**config.mk**
```make
export PLATFORM = sky130hd
export DESIGN_NAME = ioc_internal_osc_ctrl
export DESIGN_NICKNAME = d
export VERILOG_FILES = /design/src/rtl/ioc_pkg.sv /design/src/rtl/ioc_postscaler.sv /design/src/rtl/ioc_internal_osc_ctrl.sv
export SDC_FILE = /design/constraint.sdc
export NUM_CORES = 1
export LEC_CHECK = 0
export ABC_AREA = 0
export BUFFER_PORTS_ARGS = -buffer_cell sky130_fd_sc_hd__clkbuf_2
export CAP_MARGIN = 0
export CORE_ASPECT_RATIO = 1.1
export CORE_UTILIZATION = 54
export CTS_CLUSTER_DIAMETER = 120
export DETAILED_ROUTE_END_ITERATION = 8
export PLACE_DENSITY_LB_ADDON = 0.08
export SETUP_SLACK_MARGIN = 0.1
export SYNTH_ARGS = -nofsm -noshare
export SYNTH_HDL_FRONTEND = slang
export SYNTH_SLANG_ARGS = --single-unit
```
**constraint.sdc**
```tcl
create_clock -name clk_sys_in -period 2.7 [get_ports clk_sys_in]
set_clock_uncertainty 0.1 [all_clocks]
set_input_delay 0.27 -clock clk_sys_in [delete_from_list [all_inputs] [get_ports clk_sys_in]]
set_output_delay 0.27 -clock clk_sys_in [all_outputs]
set_load 0.01 [all_outputs]
```
**src/rtl/ioc_pkg.sv**
```systemverilog
/*
 * Shared constants, types and field layouts for the internal oscillator
 * clock select block. Assumes a single 25 MHz system clock.
 */
package ioc_pkg;

    // oscillator configuration field encodings of the two internal modes
    localparam logic [3:0] IOC_CFG_INTERNAL_OSC_CLKOUT_MODE = 4'h9;
    localparam logic [3:0] IOC_CFG_INTERNAL_OSC_ALL_IO_MODE = 4'h8;

    // internal frequency select codes
    localparam logic [2:0] IOC_FSEL_8MHZ = 3'h7;
    localparam logic [2:0] IOC_FSEL_4MHZ = 3'h6;
    localparam logic [2:0] IOC_FSEL_31KHZ = 3'h0;

    // postscaler shifts: divide-by-256 low-frequency path and the base of the 7 - code divide
    localparam logic [3:0] IOC_SHIFT_DIV256 = 4'h8;
    localparam logic [3:0] IOC_SHIFT_TOP = 4'h7;

    // oscillator tuning register layout and reset value
    localparam int IOC_TUNE_LFSRC_BIT = 7;
    localparam int IOC_TUNE_MULT_BIT = 6;
    localparam int IOC_TUNE_VAL_LSB = 0;
    localparam int IOC_TUNE_VAL_W = 5;
    localparam logic [7:0] IOC_TUNE_RESET = 8'h00;

    // timing: clock rate and tuning settle figures
    localparam int IOC_CLK_KHZ = 25000;
    localparam int IOC_PRI_SETTLE_US = 1000;
    localparam int IOC_PRI_SETTLE_CYCLES = (IOC_PRI_SETTLE_US * IOC_CLK_KHZ) / 1000;
    localparam int IOC_LP_SETTLE_TICKS = 8;
    localparam int IOC_TUNE_STEPS = 32;

    // which source feeds the device clock
    typedef enum logic [1:0] {
        IOC_SRC_PRIMARY,
        IOC_SRC_POSTSCALE,
        IOC_SRC_LOW_POWER
    } ioc_src_e;

    // one pin: level driven and active-low output enable
    typedef struct packed {
        logic out;
        logic oe_n;
    } ioc_pin_s;

    // supervisory features that keep the low-power oscillator alive
    typedef struct packed {
        logic powerup_timer;
        logic clock_monitor;
        logic watchdog;
        logic two_speed;
    } ioc_feat_s;

    // decoded oscillator tuning register
    typedef struct packed {
        logic low_freq_source_select;
        logic multiplier_enable;
        logic [IOC_TUNE_VAL_W-1:0] tuning_value;
    } ioc_tune_s;

endpackage

```
**src/rtl/ioc_postscaler.sv**
```systemverilog
/*
 * Postscaler for the primary internal clock: passes one tick out of
 * every 2**shift_in input ticks. Assumes ticks synchronous to clk_sys_in.
 */
`timescale 1ns/10ps
module ioc_postscaler
    import ioc_pkg::*;
(
    input wire logic clk_sys_in,
    input wire logic rst_n_in,
    input wire logic tick_in,
    input wire logic [3:0] shift_in,
    output logic tick_out
);
    logic [7:0] count_reg;
    logic [7:0] last_val;
    logic [8:0] span;

    // terminal count is 2**shift - 1, shift 8 gives the divide-by-256
    assign span = (9'h001 << shift_in) - 9'h001;
    assign last_val = span[7:0];

    // count primary ticks and emit one registered tick per period
    always_ff @(posedge clk_sys_in or negedge rst_n_in) begin
        if (!rst_n_in) begin
            count_reg <= 8'h00;
            tick_out <= 1'b0;
        end else if (tick_in) begin
            if (count_reg >= last_val) begin
                count_reg <= 8'h00;
                tick_out <= 1'b1;
            end else begin
                count_reg <= count_reg + 8'h01;
                tick_out <= 1'b0;
            end
        end else begin
            tick_out <= 1'b0;
        end
    end

endmodule

```
**src/rtl/ioc_internal_osc_ctrl.sv**
```systemverilog
/*
 * Control logic of the internal oscillator block: source selection,
 * postscaling, multiplier gating, tuning slew and oscillator pin reuse.
 * Assumes oscillator ticks and pin inputs are synchronous to clk_sys_in;
 * the analog oscillators and multiplier sit outside and obey the
 * enable and trim outputs.
 */
`timescale 1ns/10ps
module ioc_internal_osc_ctrl
    import ioc_pkg::*;
#(
    parameter int PRI_SETTLE_CYCLES = IOC_PRI_SETTLE_CYCLES
)
(
    input wire logic clk_sys_in,
    input wire logic resetn_in,
    input wire logic [3:0] oscillator_config_field_in,
    input wire logic [2:0] internal_freq_select_in,
    input wire logic tune_wr_in,
    input wire logic [7:0] tune_wdata_in,
    output logic [7:0] tune_rdata_out,
    input wire ioc_feat_s feat_in,
    input wire logic primary_tick_in,
    input wire logic low_power_tick_in,
    output logic primary_osc_en_out,
    output logic low_power_osc_en_out,
    output ioc_src_e clk_src_out,
    output logic device_clk_tick_out,
    output logic multiplier_run_out,
    output logic [4:0] primary_trim_out,
    output logic [4:0] low_power_trim_out,
    output logic internal_osc_mode_out,
    input wire logic osc_pin_one_in,
    output ioc_pin_s osc_pin_one_out,
    input wire logic osc_pin_two_in,
    output ioc_pin_s osc_pin_two_out,
    input wire ioc_pin_s port_a_bit7_ctl_in,
    input wire ioc_pin_s port_a_bit6_ctl_in,
    output logic port_a_bit7_pin_out,
    output logic port_a_bit6_pin_out
);
    // one trim code per step interval: 31 codes fit in the
    // settle allowance; a small override shortens the interval
    // for quick runs, and the floor of one keeps it counting
    localparam int STEP_CYCLES_I = PRI_SETTLE_CYCLES / IOC_TUNE_STEPS;
    localparam logic [15:0] STEP_CYCLES =
        16'((STEP_CYCLES_I < 1) ? 1 : STEP_CYCLES_I);

    // reset synchroniser pair
    logic rst_meta_reg;
    logic rst_n;

    // stored tuning state, trims and step counter
    ioc_tune_s tune_reg;
    logic [4:0] pri_trim_reg;
    logic [4:0] lp_trim_reg;
    logic lp_pending_reg;
    logic [15:0] step_cnt_reg;

    // decode and device tick path
    logic cfg_clkout;
    logic cfg_allio;
    logic cfg_internal;
    logic fsel_fast;
    logic lf_path;
    ioc_src_e src_next;
    logic [3:0] shift_next;
    logic post_tick;
    logic tick_next;
    logic [1:0] fosc_phase_reg;
    logic fosc_div4_reg;

    // signed views: 11111 sits just below centre
    logic signed [4:0] pri_now;
    logic signed [4:0] pri_goal;

    // reset release through two flops; assertion is immediate,
    // release waits two edges so no flop leaves reset a cycle
    // ahead of its neighbours
    always_ff @(posedge clk_sys_in or negedge resetn_in) begin
        if (!resetn_in) begin
            rst_meta_reg <= 1'b0;
            rst_n <= 1'b0;
        end else begin
            rst_meta_reg <= 1'b1;
            rst_n <= rst_meta_reg;
        end
    end

    // configuration decode of the two internal-oscillator pin modes
    // any other code hands the pins to other oscillator logic
    assign cfg_clkout = (oscillator_config_field_in == IOC_CFG_INTERNAL_OSC_CLKOUT_MODE);
    assign cfg_allio = (oscillator_config_field_in == IOC_CFG_INTERNAL_OSC_ALL_IO_MODE);
    assign cfg_internal = cfg_clkout | cfg_allio;
    assign internal_osc_mode_out = cfg_internal;

    // only 8 MHz and 4 MHz selections may feed the multiplier
    // exact code compare, so no other code can arm it
    assign fsel_fast = (internal_freq_select_in == IOC_FSEL_8MHZ) ||
                       (internal_freq_select_in == IOC_FSEL_4MHZ);

    // low-frequency option taken from the primary clock divided by 256
    // when the stored select bit is set, else the low-power clock
    assign lf_path = tune_reg.low_freq_source_select;

    // tuning register: the multiplier bit only holds a one where usable,
    // so an unusable multiplier cannot be armed behind software's back
    // every field is taken at once; there are no partial writes
    always_ff @(posedge clk_sys_in or negedge rst_n) begin
        if (!rst_n) begin
            tune_reg.low_freq_source_select <= IOC_TUNE_RESET[IOC_TUNE_LFSRC_BIT];
            tune_reg.multiplier_enable <= IOC_TUNE_RESET[IOC_TUNE_MULT_BIT];
            tune_reg.tuning_value <= IOC_TUNE_RESET[IOC_TUNE_VAL_LSB +: IOC_TUNE_VAL_W];
        end else if (tune_wr_in) begin
            tune_reg.low_freq_source_select <= tune_wdata_in[IOC_TUNE_LFSRC_BIT];
            tune_reg.multiplier_enable <=
                tune_wdata_in[IOC_TUNE_MULT_BIT] & cfg_internal;
            tune_reg.tuning_value <=
                tune_wdata_in[IOC_TUNE_VAL_LSB +: IOC_TUNE_VAL_W];
        end else if (!cfg_internal) begin
            tune_reg.multiplier_enable <= 1'b0;
        end
    end

    // read back: bit 5 unimplemented, multiplier bit masked where unusable;
    // no completion flag exists, software simply sees the written value
    // rebuilt every cycle, so a mode change masks bit 6 one edge later
    always_ff @(posedge clk_sys_in or negedge rst_n) begin
        if (!rst_n) begin
            tune_rdata_out <= 8'h00;
        end else begin
            tune_rdata_out <= 8'h00;
            tune_rdata_out[IOC_TUNE_LFSRC_BIT] <= tune_reg.low_freq_source_select;
            tune_rdata_out[IOC_TUNE_MULT_BIT] <=
                tune_reg.multiplier_enable & cfg_internal;
            tune_rdata_out[IOC_TUNE_VAL_LSB +: IOC_TUNE_VAL_W] <= tune_reg.tuning_value;
        end
    end

    // multiplier runs only when all three conditions hold;
    // the request is registered so decode glitches never
    // reach the analog loop, at the cost of one cycle
    always_ff @(posedge clk_sys_in or negedge rst_n) begin
        if (!rst_n) begin
            multiplier_run_out <= 1'b0;
        end else begin
            multiplier_run_out <= tune_reg.multiplier_enable & cfg_internal
                                  & fsel_fast;
        end
    end

    // oscillator enables: primary for 125 kHz..8 MHz or the divided
    // low-frequency path; low-power when chosen or a feature needs it
    // both are registered for the same glitch reason
    always_ff @(posedge clk_sys_in or negedge rst_n) begin
        if (!rst_n) begin
            primary_osc_en_out <= 1'b0;
            low_power_osc_en_out <= 1'b0;
        end else begin
            primary_osc_en_out <= (internal_freq_select_in != IOC_FSEL_31KHZ)
                                  || lf_path;
            low_power_osc_en_out <= ((internal_freq_select_in == IOC_FSEL_31KHZ)
                                     && !lf_path)
                                    || feat_in.powerup_timer
                                    || feat_in.clock_monitor
                                    || feat_in.watchdog
                                    || feat_in.two_speed;
        end
    end

    // source selection from the frequency select field
    // codes 6 down to 1 halve the rate per step below 8 MHz;
    // code 0 is the slow option, split by the select bit
    always_comb begin
        src_next = IOC_SRC_POSTSCALE;
        shift_next = 4'h0;
        case (internal_freq_select_in)
            IOC_FSEL_8MHZ: begin
                src_next = IOC_SRC_PRIMARY;
            end
            IOC_FSEL_31KHZ: begin
                if (lf_path) begin
                    src_next = IOC_SRC_POSTSCALE;
                    shift_next = IOC_SHIFT_DIV256;
                end else begin
                    src_next = IOC_SRC_LOW_POWER;
                end
            end
            default: begin
                // 4 MHz down to 125 kHz: divide by 2**(7 - code)
                src_next = IOC_SRC_POSTSCALE;
                shift_next = IOC_SHIFT_TOP - {1'b0, internal_freq_select_in};
            end
        endcase
    end

    // the postscaler sees the selection directly; its count restarts
    // only on wrap, so a change of divide takes effect within one period
    // a zero shift passes every tick; nothing reads it then
    ioc_postscaler u_postscaler (
        .clk_sys_in(clk_sys_in),
        .rst_n_in(rst_n),
        .tick_in(primary_tick_in),
        .shift_in(shift_next),
        .tick_out(post_tick)
    );

    // device clock tick mux; the multiplier itself is analog and is not
    // modelled on the tick grid, its run request goes out separately
    always_comb begin
        case (src_next)
            IOC_SRC_PRIMARY: tick_next = primary_tick_in;
            IOC_SRC_LOW_POWER: tick_next = low_power_tick_in;
            IOC_SRC_POSTSCALE: tick_next = post_tick;
            default: tick_next = 1'b0;
        endcase
    end

    // registered source code and device tick
    // so the tick seen outside is one clean pulse per period
    always_ff @(posedge clk_sys_in or negedge rst_n) begin
        if (!rst_n) begin
            clk_src_out <= IOC_SRC_PRIMARY;
            device_clk_tick_out <= 1'b0;
        end else begin
            clk_src_out <= src_next;
            device_clk_tick_out <= tick_next;
        end
    end

    // low-power trim: a write arms a pending update that lands on the
    // next low-power tick, well inside the eight-tick allowance
    // limitation: with the low-power oscillator stopped it waits
    always_ff @(posedge clk_sys_in or negedge rst_n) begin
        if (!rst_n) begin
            lp_trim_reg <= 5'h00;
            lp_pending_reg <= 1'b0;
        end else begin
            if (low_power_tick_in && lp_pending_reg) begin
                lp_trim_reg <= tune_reg.tuning_value;
            end
            // a write in the same cycle as the tick keeps the request
            if (tune_wr_in) begin
                lp_pending_reg <= 1'b1;
            end else if (low_power_tick_in) begin
                lp_pending_reg <= 1'b0;
            end
        end
    end
    assign low_power_trim_out = lp_trim_reg;

    // primary trim slews one code per step interval toward the target;
    // the full 31-code span fits inside the settle time, and slewing
    // rather than jumping keeps the running clock free of glitches
    assign pri_now = pri_trim_reg;
    assign pri_goal = tune_reg.tuning_value;

    // step interval counter; a write restarts it so the first
    // move lands a full interval after the new value is stored
    always_ff @(posedge clk_sys_in or negedge rst_n) begin
        if (!rst_n) begin
            step_cnt_reg <= 16'h0000;
        end else if (tune_wr_in) begin
            step_cnt_reg <= 16'h0000;
        end else if (step_cnt_reg >= STEP_CYCLES - 16'h0001) begin
            step_cnt_reg <= 16'h0000;
        end else begin
            step_cnt_reg <= step_cnt_reg + 16'h0001;
        end
    end

    // one code per interval toward the target; the trim holds in
    // a write cycle and moves toward the new target next interval
    always_ff @(posedge clk_sys_in or negedge rst_n) begin
        if (!rst_n) begin
            pri_trim_reg <= 5'h00;
        end else if (!tune_wr_in && (step_cnt_reg >= STEP_CYCLES - 16'h0001)) begin
            // signed compare: 11111 is one below centre
            if (pri_now < pri_goal) begin
                pri_trim_reg <= pri_trim_reg + 5'h01;
            end else if (pri_now > pri_goal) begin
                pri_trim_reg <= pri_trim_reg - 5'h01;
            end
        end
    end
    assign primary_trim_out = pri_trim_reg;

    // Fosc/4 on the device tick grid: toggle every second tick;
    // limitation: with the multiplier running the true rate is 4x the
    // tick rate, which this grid cannot show
    // the phase runs in every mode, so the pin may start mid-phase
    always_ff @(posedge clk_sys_in or negedge rst_n) begin
        if (!rst_n) begin
            fosc_phase_reg <= 2'h0;
            fosc_div4_reg <= 1'b0;
        end else if (device_clk_tick_out) begin
            fosc_phase_reg <= fosc_phase_reg + 2'h1;
            if (fosc_phase_reg[0]) begin
                fosc_div4_reg <= ~fosc_div4_reg;
            end
        end
    end

    // pin one: port bit 7 in both internal modes, released otherwise
    // outside the internal modes other logic owns the pin
    always_ff @(posedge clk_sys_in or negedge rst_n) begin
        if (!rst_n) begin
            osc_pin_one_out <= '{out: 1'b0, oe_n: 1'b1};
        end else if (cfg_internal) begin
            osc_pin_one_out <= port_a_bit7_ctl_in;
        end else begin
            osc_pin_one_out <= '{out: 1'b0, oe_n: 1'b1};
        end
    end

    // pin two: Fosc/4 in clock-out mode, port bit 6 in all-io mode
    // the copy lags the device tick by two edges
    always_ff @(posedge clk_sys_in or negedge rst_n) begin
        if (!rst_n) begin
            osc_pin_two_out <= '{out: 1'b0, oe_n: 1'b1};
        end else if (cfg_clkout) begin
            osc_pin_two_out <= '{out: fosc_div4_reg, oe_n: 1'b0};
        end else if (cfg_allio) begin
            osc_pin_two_out <= port_a_bit6_ctl_in;
        end else begin
            osc_pin_two_out <= '{out: 1'b0, oe_n: 1'b1};
        end
    end

    // port read side: pin levels where the pin is a port bit, else 0
    // a 0 elsewhere keeps stale pin levels out of port reads
    always_ff @(posedge clk_sys_in or negedge rst_n) begin
        if (!rst_n) begin
            port_a_bit7_pin_out <= 1'b0;
            port_a_bit6_pin_out <= 1'b0;
        end else begin
            port_a_bit7_pin_out <= cfg_internal & osc_pin_one_in;
            port_a_bit6_pin_out <= cfg_allio & osc_pin_two_in;
        end
    end

endmodule

```
==> reports/results.tsv <==
metric	value	unit
first_pass_iters	4	
status	completed	
grt_overflow	0	
dp_hpwl	4.02	mm
syn2layout_area_growth	30.4	%
rr_worst_depth	12	
drtIter0Drc	83	
final_hold_viol_count	0	
critPathLaunchType	flip-flop	
die_y	80.3	µm
ys_ff_latch	66	
power_density	921	nW/µm²
cp.required	2.82	ns
maxCapViolCount	0	
slew_viol_final	0	
rsz0062_at_grt	yes	
grt_pass1_wl	9.23	mm
postRouteWirelength	5.75	mm
cts_num_sinks	66	
crit_arrival	2.70	ns
cts_buffers	9	
netlist_instances	272	
num_vias	2184	
synth-seq-area-share	54.9	%
path_clk_slew	0.08	ns
diodes	0	
cts_root_buffer	clkbuf_8	
dp_cells	421	
whs_path_depth	2	
syn_area	3010	µm²
power.leakage	1.95	nW
layout.nets	412	
placed_cell_area	3560	µm²
synth_cell_types	45	
drc_errors	0	
grt_max_degree	55	
setup-violations-final	0	
grt_pass1_vias	2094	
insertion_delay	0.34	ns
vias_per_cell	4.95	
worst-r2r-setup-slack	0.12	ns
crit_type	reg2reg	
coreArea	5400	µm²
largest_reg_flops	16	
min_path_type	in2reg	
grt_usage	21.2	%
peakVddDrop	0.000567	V
clock_path_buffers	2	
pin_count	61	
die_w	73.2	µm
core.rowCount	28	
ys.flop_type	dfrtp_1	
finalInstanceArea	3930	µm²
fmax	387	MHz
async_flop_share	100	%
cts_tree	done	
die_area	5880	µm²
gp_congestion	0.797	
syn_area_per_cell	11.1	µm²
post-route-min-period	2.58	ns
wl_per_cell	13.0	µm
stdcell_count	441	
endpoint_kind	flip-flop	
antenna_left	0	
io_buffers	58	
antenna_found_initial	0	
htreeDepth	3	
post-route-util	72.8	%
synth_edf_count	0	
synth_warnings	0	
drive_above_1_share	35.8	%
finalCritPeriodShare	95.7	%
initial_utilization	55.8	%
power	3.62	mW
crit_fanout	3	
[placed cells by master (no fill, tap or decap), types with 3 or more instances in the layout]
| cell | Yosys | layout |
|---|---|---|
| dfrtp_1 | 64 | 63 |
| mux2_2 | 3 | 3 |
| inv_2 | 0 | 5 |
| bufinv_16 | 0 | 3 |
| ha_1 | 20 | 16 |
| inv_1 | 17 | 12 |
| buf_4 | 1 | 19 |
| nand2b_1 | 6 | 4 |
| o21ai_0 | 12 | 10 |
| clkbuf_2 | 1 | 58 |
| nand3b_1 | 3 | 3 |
| nor2b_1 | 4 | 3 |
| and3_1 | 4 | 4 |
| clkbuf_8 | 0 | 9 |
| conb_1 | 2 | 8 |
| nand2_1 | 24 | 24 |
| xnor2_1 | 9 | 9 |
| a21o_1 | 6 | 6 |
| nor2_1 | 23 | 21 |
| a21oi_1 | 5 | 3 |
| and2_1 | 3 | 3 |
| xor2_1 | 11 | 11 |
| nand3_1 | 13 | 12 |
| mux2i_1 | 4 | 4 |
[path summary, 6_finish.rpt]
check | end | from
max in group asynchronous | pri_goal[4] | rst_n
worst max-delay path | primary_trim_out[4] | primary_trim_out[3]
worst max register to register | primary_trim_out[4] | primary_trim_out[3]
worst min register to register | fosc_phase_reg[0] | rst_n
min in group asynchronous | fosc_phase_reg[0] | rst_n
worst min-delay path | osc_pin_one_out[0] | port_a_bit7_ctl_in[0]
[cell families (layout without fill, tap and decap cells)]
kind of cell	Yosys count	in the layout	share of synthesized area, %
muxes	9	9	3.45
other	2	8	0.249
buffers and inverters	24	112	3.16
xor gates and xnor gates	20	20	5.81
and+or+nand+nor	97	97	16.3
DFF	66	66	54.9
AOI/OAI and AO/OA	33	33	7.14
adders and majority gates	21	21	8.97
[cells in the mapped netlist, types with 2 or more instances]
library cell	count	area, µm²
nand3b_1	3	22.5
xor2_1	11	96.3
dfstp_2	2	52.6
clkbuf_1	5	18.8
nand4_1	2	12.5
a21oi_1	5	25.0
nor2b_1	4	25.0
nand2b_1	6	37.5
nor3_1	3	15.0
nand3_1	13	65.1
o21ai_0	12	60.1
nor4_1	3	18.8
mux2_2	3	33.8
mux2i_1	4	40.0
a211oi_1	2	15.0
mux2_4	2	30.0
a21o_1	6	45.0
and3_1	4	25.0
ha_1	20	250
and2_1	3	18.8
conb_1	2	7.51
nor2_1	23	86.3
or2_2	2	12.5
xnor2_1	9	78.8
inv_1	17	63.8
dfrtp_1	64	1600
nand2_1	24	90.1
[power by group]
part | internal [mW] | switching (mW)
Clock | 0.623 | 0.400
Sequential | 1.13 | 0.127
Combinational | 0.688 | 0.650
Total | 2.44 | 1.18
[layer usage]
| metal | GRT usage, % | wire length, µm | up-vias | share of wire (%) |
|---|---|---|---|---|
| met5 | 0 | 0 | - | 0 |
| met4 | 11.8 | 135 | 0 | 2.3 |
| met3 | 4.52 | 121 | 12 | 2.1 |
| met2 | 34.2 | 2980 | 32 | 52 |
| met1 | 26.4 | 2510 | 1058 | 44 |
| li1 | - | - | 1082 | - |
[cell type report]
cell class              instances  area [µm²]
flip-flops and latches         66        1660
fillers                       429        1470
multi-input cells             188        1410
repair buffers                 79         463
clock inverters                 7         125
clock buffers                   9         124
well taps                      75        93.8
inverters                      17        63.8
[worst max-delay path: stages, from the launching register on]
cell and delay, ns:
dfrtp_1 0.42, ha_4 0.30, nand3_2 0.06, and4b_1 0.23, a2bb2oi_2 0.14, buf_4 0.15, fa_2 0.36, nand2b_4 0.16
a21oi_4 0.18, nor2_2 0.04, mux2i_1 0.12, nor2_1 0.07, xor2_1 0.14
[what timing repair did]
| action | in CTS | in global routing |
|---|---|---|
| cloned | 0 | 0 |
| pin swaps | 0 | 13 |
| setup buffers | 0 | 3 |
| setup endpoints to repair | 5 | 11 |
| hold endpoints to repair | 2 | 0 |
| resized for setup | 4 | 17 |
| hold buffers | 1 | 0 |
[through the flow]
step / hold slack [ns] / setup TNS (ns) / setup WS, ns
2_1_floorplan: -0.126 / 0 / 0.0992
3_3_place_gp: -0.0452 / 0 / 0.00258
3_5_place_dp: -0.0418 / -0.148 / -0.0395
4_1_cts: 0.00501 / 0 / 0.0929
5_1_grt: 0.0250 / -0.0400 / -0.0400
6_report: 0.0162 / 0 / 0.117
No activity file was read; power rests on OpenSTA's default activity.
